### config.mk
export PLATFORM = sky130hd
export DESIGN_NAME = spf_seq_ctrl
export DESIGN_NICKNAME = d
export VERILOG_FILES = /design/src/spf_pkg.sv /design/src/spf_regfile.sv /design/src/spf_seq_ctrl.sv
export SDC_FILE = /design/constraint.sdc
export NUM_CORES = 1
export LEC_CHECK = 0
export ABC_AREA = 1
export ABC_CLOCK_PERIOD_IN_PS = 3100
export BUFFER_PORTS_ARGS = -buffer_cell sky130_fd_sc_hd__buf_2
export CAP_MARGIN = 10
export CORE_MARGIN = 1
export CORE_UTILIZATION = 50
export CTS_BUF_LIST = sky130_fd_sc_hd__clkbuf_16
export DETAILED_ROUTE_END_ITERATION = 6
export PLACE_DENSITY = 0.78
export SYNTH_ARGS = -nofsm -noshare
export SYNTH_HDL_FRONTEND = slang
export SYNTH_SLANG_ARGS = --single-unit
### constraint.sdc
create_clock -name ref_clk_i -period 3.1 [get_ports ref_clk_i]
set_clock_uncertainty 0.15 [all_clocks]
set_input_delay 0.62 -clock ref_clk_i [delete_from_list [all_inputs] [get_ports ref_clk_i]]
set_output_delay 0.62 -clock ref_clk_i [all_outputs]
set_load 0.01 [all_outputs]
### src/spf_pkg.sv
// spf_pkg: constants and carrier types for the sequencer plane and font control block.
// assumes an 8-bit indexed i/o port pair; all users import spf_pkg::*.
package spf_pkg;
	// port select: 0 = index port, 1 = data port
	localparam logic PORT_INDEX = 1'b0;
	localparam logic PORT_DATA = 1'b1;
	localparam logic [2:0] IDX_PLANE_MASK = 3'h2;
	localparam logic [2:0] IDX_FONT_SEL = 3'h3;
	localparam logic [2:0] IDX_MEM_MODE = 3'h4;
	localparam logic [2:0] IDX_CNT_HOLD = 3'h7;
	localparam logic [2:0] IDX_RESET_VAL = 3'h0;
	localparam logic [7:0] PLANE_MASK_RESET = 8'h00;
	localparam logic [7:0] FONT_SEL_RESET = 8'h00;
	localparam logic [7:0] MEM_MODE_RESET = 8'h00;
	localparam logic [7:0] CNT_HOLD_RESET = 8'h00;
	localparam logic [7:0] PLANE_MASK_WMASK = 8'h0F;
	localparam logic [7:0] FONT_SEL_WMASK = 8'h3F;
	localparam logic [7:0] MEM_MODE_WMASK = 8'h0E;
	localparam logic [7:0] CNT_HOLD_WMASK = 8'hFF;
	localparam int FONT_B_HI = 3;
	localparam int FONT_B_LO = 2;
	localparam int FONT_B_LSB = 5;
	localparam int FONT_A_HI = 1;
	localparam int FONT_A_LO = 0;
	localparam int FONT_A_LSB = 4;
	localparam int MM_CHAIN4 = 3;
	localparam int MM_ODDEVEN = 2;
	localparam int MM_EXTMEM = 1;
	localparam int FONT_TABLE_SHIFT = 13;
	localparam int LIMIT_64K_BITS = 16;
	localparam int HADDR_W = 18;

	typedef struct packed {
		logic [7:0] plane_mask;
		logic [7:0] font_sel;
		logic [7:0] mem_mode;
		logic [7:0] cnt_hold;
	} spf_regs_t;

	typedef struct packed {
		logic [HADDR_W-1:0] addr;
		logic [3:0] planes;
		logic valid;
	} spf_mem_t;

	typedef struct packed {
		logic [2:0] index;
		logic [7:0] rdata;
		logic hold;
		spf_mem_t mem;
		logic [2:0] font_a;
		logic [2:0] font_b;
		logic [15:0] font_a_base;
		logic [15:0] font_b_base;
		logic font_switch;
		logic intensity;
		logic attr_font_sel;
	} spf_state_t;
endpackage : spf_pkg

### src/spf_regfile.sv
// spf_regfile: the four sequencer data registers with reserved bits masked.
// assumes writes are qualified by the caller; reads are combinational from flops.
`timescale 1ns/1ps
module spf_regfile
	import spf_pkg::*;
(
	// clock and reset
	input wire logic ref_clk_i,
	input wire logic rstn_i,
	// write side
	input wire logic wr_i,
	input wire logic [2:0] idx_i,
	input wire logic [7:0] wdata_i,
	// register contents
	output spf_regs_t regs_o
);
	spf_regs_t regs_q;
	spf_regs_t regs_d;

	function automatic logic [7:0] merge(input logic [7:0] wmask, input logic [7:0] wd);
		merge = wd & wmask;
	endfunction : merge

	always_comb begin
		regs_d = regs_q;
		if (wr_i) begin
			case (idx_i)
				IDX_PLANE_MASK: regs_d.plane_mask = merge(PLANE_MASK_WMASK, wdata_i);
				IDX_FONT_SEL: regs_d.font_sel = merge(FONT_SEL_WMASK, wdata_i);
				IDX_MEM_MODE: regs_d.mem_mode = merge(MEM_MODE_WMASK, wdata_i);
				IDX_CNT_HOLD: regs_d.cnt_hold = merge(CNT_HOLD_WMASK, wdata_i);
				default: regs_d = regs_q;
			endcase
		end
	end

	always_ff @(posedge ref_clk_i) begin
		if (!rstn_i) begin
			regs_q <= '{PLANE_MASK_RESET, FONT_SEL_RESET, MEM_MODE_RESET, CNT_HOLD_RESET};
		end else begin
			regs_q <= regs_d;
		end
	end

	assign regs_o = regs_q;
endmodule : spf_regfile

### src/spf_seq_ctrl.sv
// spf_seq_ctrl: sequencer plane mask, font select, memory mode and counter hold.
// assumes one host i/o access per cycle on the index/data pair, synchronous to ref_clk_i.
`timescale 1ns/1ps
module spf_seq_ctrl
	import spf_pkg::*;
(
	// clock and reset
	input wire logic ref_clk_i,
	input wire logic rstn_i,
	// host i/o port pair
	input wire logic io_wr_i,
	input wire logic io_rd_i,
	input wire logic io_port_i,
	input wire logic [7:0] io_wdata_i,
	output logic [7:0] io_rdata_o,
	// host frame buffer access
	input wire logic fb_req_i,
	input wire logic fb_we_i,
	input wire logic [HADDR_W-1:0] fb_addr_i,
	output logic fb_valid_o,
	output logic [HADDR_W-1:0] fb_addr_o,
	output logic [3:0] fb_planes_o,
	// text attribute path
	input wire logic attr_bit3_i,
	output logic attr_font_sel_o,
	output logic attr_intensity_o,
	output logic font_switch_o,
	// font and counter control
	output logic [2:0] font_a_o,
	output logic [2:0] font_b_o,
	output logic [15:0] font_a_base_o,
	output logic [15:0] font_b_base_o,
	output logic counter_hold_o
);
	spf_regs_t regs;
	spf_state_t st_q;
	spf_state_t st_d;
	logic reg_wr;

	// data port write hits selected register
	assign reg_wr = io_wr_i && (io_port_i == PORT_DATA);

	spf_regfile u_regs (
		.ref_clk_i(ref_clk_i),
		.rstn_i(rstn_i),
		.wr_i(reg_wr),
		.idx_i(st_q.index),
		.wdata_i(io_wdata_i),
		.regs_o(regs)
	);

	// without extended memory the upper selector bits read as zero
	function automatic logic [2:0] font_sel(input logic hi1, input logic hi0, input logic lsb,
						input logic ext);
		font_sel = ext ? {hi1, hi0, lsb} : {2'b00, lsb};
	endfunction : font_sel

	// table base within plane 2, in bytes
	function automatic logic [15:0] font_base(input logic [2:0] v);
		font_base = 16'({13'h0000, v} << FONT_TABLE_SHIFT);
	endfunction : font_base

	always_comb begin
		logic ext;
		logic chain;
		logic oddeven_seq;
		logic [3:0] sel;
		ext = regs.mem_mode[MM_EXTMEM];
		chain = regs.mem_mode[MM_CHAIN4];
		oddeven_seq = regs.mem_mode[MM_ODDEVEN];
		sel = 4'h0;
		st_d = st_q;

		if (io_wr_i && io_port_i == PORT_INDEX) begin
			st_d.index = io_wdata_i[2:0];
		end

		// hold set by hold register write
		if (reg_wr && st_q.index == IDX_CNT_HOLD) begin
			st_d.hold = 1'b1;
		end else if (reg_wr) begin
			st_d.hold = 1'b0;
		end

		if (io_rd_i) begin
			if (io_port_i == PORT_INDEX) begin
				st_d.rdata = {5'h00, st_q.index};
			end else begin
				case (st_q.index)
					IDX_PLANE_MASK: st_d.rdata = regs.plane_mask;
					IDX_FONT_SEL: st_d.rdata = regs.font_sel;
					IDX_MEM_MODE: st_d.rdata = regs.mem_mode;
					IDX_CNT_HOLD: st_d.rdata = regs.cnt_hold;
					default: st_d.rdata = 8'h00;
				endcase
			end
		end

		st_d.font_b = font_sel(regs.font_sel[FONT_B_HI], regs.font_sel[FONT_B_LO],
			regs.font_sel[FONT_B_LSB], ext);
		st_d.font_a = font_sel(regs.font_sel[FONT_A_HI], regs.font_sel[FONT_A_LO],
			regs.font_sel[FONT_A_LSB], ext);
		st_d.font_a_base = font_base(st_d.font_a);
		st_d.font_b_base = font_base(st_d.font_b);

		st_d.font_switch = (st_d.font_a != st_d.font_b);
		st_d.attr_font_sel = st_d.font_switch ? attr_bit3_i : 1'b0;
		st_d.intensity = st_d.font_switch ? 1'b0 : attr_bit3_i;

		// plane steering for host frame buffer access
		if (chain) begin
			sel = 4'(4'h1 << fb_addr_i[1:0]);
		end else if (!oddeven_seq && fb_we_i) begin
			sel = fb_addr_i[0] ? 4'hA : 4'h5;
		end else begin
			sel = 4'hF;
		end
		if (fb_we_i) begin
			sel = sel & regs.plane_mask[3:0];
		end

		st_d.mem.valid = fb_req_i;
		st_d.mem.planes = fb_req_i ? sel : 4'h0;
		st_d.mem.addr = ext ? fb_addr_i : {2'b00, fb_addr_i[LIMIT_64K_BITS-1:0]};
	end

	always_ff @(posedge ref_clk_i) begin
		if (!rstn_i) begin
			st_q <= '0;
			st_q.index <= IDX_RESET_VAL;
		end else begin
			st_q <= st_d;
		end
	end

	assign io_rdata_o = st_q.rdata;
	assign fb_valid_o = st_q.mem.valid;
	assign fb_addr_o = st_q.mem.addr;
	assign fb_planes_o = st_q.mem.planes;
	assign attr_font_sel_o = st_q.attr_font_sel;
	assign attr_intensity_o = st_q.intensity;
	assign font_switch_o = st_q.font_switch;
	assign font_a_o = st_q.font_a;
	assign font_b_o = st_q.font_b;
	assign font_a_base_o = st_q.font_a_base;
	assign font_b_base_o = st_q.font_b_base;
	// one hold stops horizontal and, through it, vertical counting
	assign counter_hold_o = st_q.hold;
endmodule : spf_seq_ctrl

# After elaboration in Yosys (flattened, before gate mapping)

Index checks and enable logic that the tools add are counted.

Input port bits: 34
Word-level logic and storage cells: 52
Register bits: 91

Reductions and logical operators: 14
Multiplexer cells: 11
Bitwise logic cells: 3
Shift-type cells: 1
Eq/ne operators: 5

Operators with widths:

| cell                  | count |
|---|---|
| $pmux W8 S4           | 1 |
| $mux W18              | 1 |
| $mux W4               | 4 |
| $reduce_and A2 Y1     | 7 |
| $mux W8               | 1 |
| $eq A3 B2 Y1 const B  | 2 |
| $eq A3 B3 Y1 const B  | 2 |
| $mux W3               | 2 |
| $and A4 B4 Y4         | 1 |
| $logic_and A1 B1 Y1   | 4 |
| $shl A1 B2 Y4 const A | 1 |
| $ne A3 B3 Y1          | 1 |
| $mux W1               | 2 |
| $not A1 Y1            | 2 |
| $reduce_bool A2 Y1    | 1 |
| $reduce_or A2 Y1      | 1 |
| $logic_not A1 Y1      | 1 |

# Logic depth before layout (Yosys ltp)

Depth after elaboration: 6
Gate-level depth with buffers: 8
Gate-level depth less buffers: 8

# Hierarchy

From an unflattened synthesis, not the netlist that was laid out.

Cell total of the unflattened synthesis: 474
Area, all modules: 3,305.7 um^2

By module, submodules not included:

| module       | area an instance (um^2) | cells an instance | instances |
|---|---|---|---|
| spf_seq_ctrl | 2,342.2                 | 330               | 1 |
| spf_regfile  | 963.4                   | 144               | 1 |

# Worst setup path before layout

Ideal clock, no wire load.

Path type: input port to flip-flop
Start point: input io_rd_i
End point: register st_q (netlist bit io_rdata_o[0])
Path buffers: 1
Path slack: 1.587 ns
Cell stages on the path: 5
Arrival: 1.230 ns
Cell sequence: inv_1 clkbuf_1 nor3_1 a21oi_1 a21oi_1

RTL lines:

| element              | RTL line            | text |
|---|---|---|
| from (decl)          | spf_seq_ctrl.sv:12  | `input wire logic io_rd_i,` |
| to (signal assigned) | spf_seq_ctrl.sv:132 | `st_q <= st_d;` |
| to (decl)            | spf_seq_ctrl.sv:36  | `spf_state_t st_q;` |

# Final worst setup path

Start point: register st_q[75] in the netlist's numbering
End point: register u_regs.regs_q (netlist bit u_regs.regs_o[2])

Word-level cells in the longest chain between the ends: 2

RTL lines:

| element                     | RTL line          | text |
|---|---|---|
| $eq A3 B3 Y1                | spf_regfile.sv:27 | `case (idx_i)` |
| $reduce_and A2 Y1 (no line) | -                 |  |
| to (signal assigned)        | spf_regfile.sv:39 | `regs_q <= '{PLANE_MASK_RESET, FONT_SEL_RESET, MEM_MODE_RESET, CNT_HOLD_RESET};` |
| to (signal assigned)        | spf_regfile.sv:41 | `regs_q <= regs_d;` |
| to (decl)                   | spf_regfile.sv:17 | `spf_regs_t regs_q;` |

No other way between the ends.
A chain may end at the register's enable or synchronous reset.

==> results.txt <==
Outcome: complete, no violations
Clock buffer depth: 2
Die H: 78.2 um
Max cap viols: 0
Post-synth top cells: 68 x buf_4, 65 x dfxtp_1, 60 x nand2_1, 43 x inv_1, 35 x nor2_1
CTS HTree Levels: 3
Latest clock arrival within the worst-skew pair: 320 ps
Drt total wl: 5.54 mm
Largest net degree at the start of global routing: 35
Tcrit/Tclk final: 58.0%
RSZ-0062 raised after global routing: no
CP Capture Type: flip-flop
Detail Route Antenna Nets: 0
Die area: 6110 um^2
Crit path launch type: flip-flop
Number of global-route vias before repair: 2159
Count of input and output buffers: 80
Post-CTS sizing: 0
Worst EP required: 3210 ps
Number of flops mapped to enable cells by yosys: 0
VDD IR-drop max: 0.000356 V
Synth Instances: 379
DR vias/cell: 4.66
Hold Buf Count CTS: 0
CP Max Fanout: 12
Crit Path Category: reg -> reg
Die width: 78.2 um
DRT iter0 DRCs: 105
Footprint of the multi-input gates: 958 um^2
Top-area cell type share of the netlist area: 44.8%
Hold Path Class: reg -> reg
Avg Inst Size Synth: 7.66 um^2
Routed via count: 2301
Clock Pin Slew Worst Setup and Hold Paths: 50 ps
Ys flop type: dfxtp_1
Most common cell in the synthesized netlist: buf_4
Area grow syn2layout: 12.6%
Critical Path, Cell by Cell: inv_1, nor2_4, nand2_4, clkinv_2, nor2_1, nor2_1
Ports: 107
Crit-path slowest cell: dfxtp_1
Sequential fraction of the synthesis area: 44.8%
Setup violations, final: 0
Worst slew pin tran: 556 ps
Netlist Area Pre-Place: 2900 um^2
Final core occ: 59.0%
Share of cells above drive strength 1: 25.1%
Final Hold Vio Count: 0
Routability Congestion: 0.832
Routed length per instance: 11.2 um
Filler instances: 528
Crit-path most repeated cell: nor2_1
Dpl hpwl: 3.93 mm
Sink Count: 65
Synth warn: 0
Diodes inserted: 0
Root buffer cell: clkbuf_16
First-pass GRT wire length: 9.16 mm
Post-synth ARST share: 0%
Synth unique cells: 23
Site row count: 27
Core area: 5540 um^2
TritonCTS buffer count: 9
Fmax: 556 MHz
First drt pass iteration count: 4
Starting density of the core: 52.4%
Total negative slack: 0 ps
Setup bufs post-CTS: 0
Rel. slew slack: 62.9%
Final Slew Violations: 0
CP arrival: 1910 ps
Yosys top cell by area: dfxtp_1
CTS tree: done
Sequential cell area: 1300 um^2
Area contributors post-synth: dfxtp_1 45%, buf_4 18%, nand2_1 7.8%
Max incr delay on CP: 630 ps
Residual DRC: 0
Tot GR Track Use: 19.5%
Synth Register Bits: 65
Initial antenna violation count: 0
GRT overflow: 0
LEAKAGE: 0.00169 uW
Power per cell area: 651 nW/um^2
Fin crit period: 1800 ps
Fin nets: 452
[power by group]
group,total (uW),leakage (uW),internal (uW),switching [uW]
Combinational,134,0.000997,45.5,88.3
Clock,1120,0.000161,776,345
Sequential,874,0.000530,859,14.7
Total,2130,0.00169,1680,447
[worst max-delay path: cells and delay by family, from the launching register on]
| family | cells | cell delay, ps |
|---|---|---|
| buf+inv | 2 | 410 |
| flops | 1 | 630 |
| simple gates | 4 | 550 |
[layout by cell type, fill, tap and decap left out]
cell	synthesis	final
dfxtp_1	65	65
clkinv_2	1	3
clkbuf_16	0	9
inv_2	3	3
conb_1	1	26
nand2_1	60	60
nor2_2	1	1
nor4_1	1	1
nand2_2	1	1
o21ai_1	15	15
nor3_1	3	3
nor2_1	35	35
buf_4	68	1
nand4_1	5	5
buf_2	2	80
bufinv_16	0	3
clkinvlp_4	0	1
nor2_4	3	3
nand3_1	15	15
inv_1	43	43
a21oi_1	30	30
xnor2_1	1	1
o21ai_0	17	17
nand2_4	1	1
[cell families after synthesis]
kind of cell	Yosys count	share of synthesized area (%)
AND/OR/NAND/NOR	125	18.7
buffers and inverters	125	25.4
flip-flops	65	44.8
AO/OA/AOI/OAI	62	10.7
XOR/XNOR	1	0.302
other	1	0.129
[registers in the layout, summed over array words and instances, names as in the netlist, 3 cells and up]
name and flops:
fb_addr_o 18, fb_planes_o 4, font_a_base_o 3, font_b_base_o 3, io_rdata_o 8, st_q 3, u_regs.regs_o 21
[per-stage QoR]
| step | hold slack, ps | instances | worst slack, ps | cell area (um^2) | power [uW] |
|---|---|---|---|---|---|
| 2_1_floorplan | 283 | 404 | 1590 | 3000 | 1010 |
| 3_3_place_gp | 298 | 479 | 1140 | 2940 | 1020 |
| 3_5_place_dp | 304 | 479 | 1110 | 2940 | 1020 |
| 4_1_cts | 311 | 494 | 1330 | 3270 | 2140 |
| 5_1_grt | 325 | 494 | 1200 | 3270 | 2200 |
| 6_report | 308 | 494 | 1300 | 3270 | 2130 |
[layer usage]
layer	vias to the layer above	track usage, %	share of wire (%)
li1	1167	-	-
met1	1029	20.6	42
met2	88	33.7	48
met3	17	4.77	7.0
met4	0	14.3	3.0
met5	-	0	0
[area by class of cell]
cell class | instances | share of cell area [%]
Clock buffer | 9 | 6.89
Clock inverter | 6 | 3.29
Inverter | 47 | 5.44
Multi-Input combinational cell | 214 | 29.3
Sequential cell | 65 | 39.8
Tap cell | 72 | 2.76
Timing Repair Buffer | 81 | 12.5
[final timing paths]
kind	from	end	slack, ps	cells after the start
max reg2reg	st_q[75]	u_regs.regs_o[2]	1300	6
min reg2reg	u_regs.regs_o[20]	font_a_base_o[13]	310	2
max	st_q[75]	u_regs.regs_o[2]	1300	6
min	u_regs.regs_o[20]	font_a_base_o[13]	310	2
Note: power is estimated with default switching activity, not from simulation.
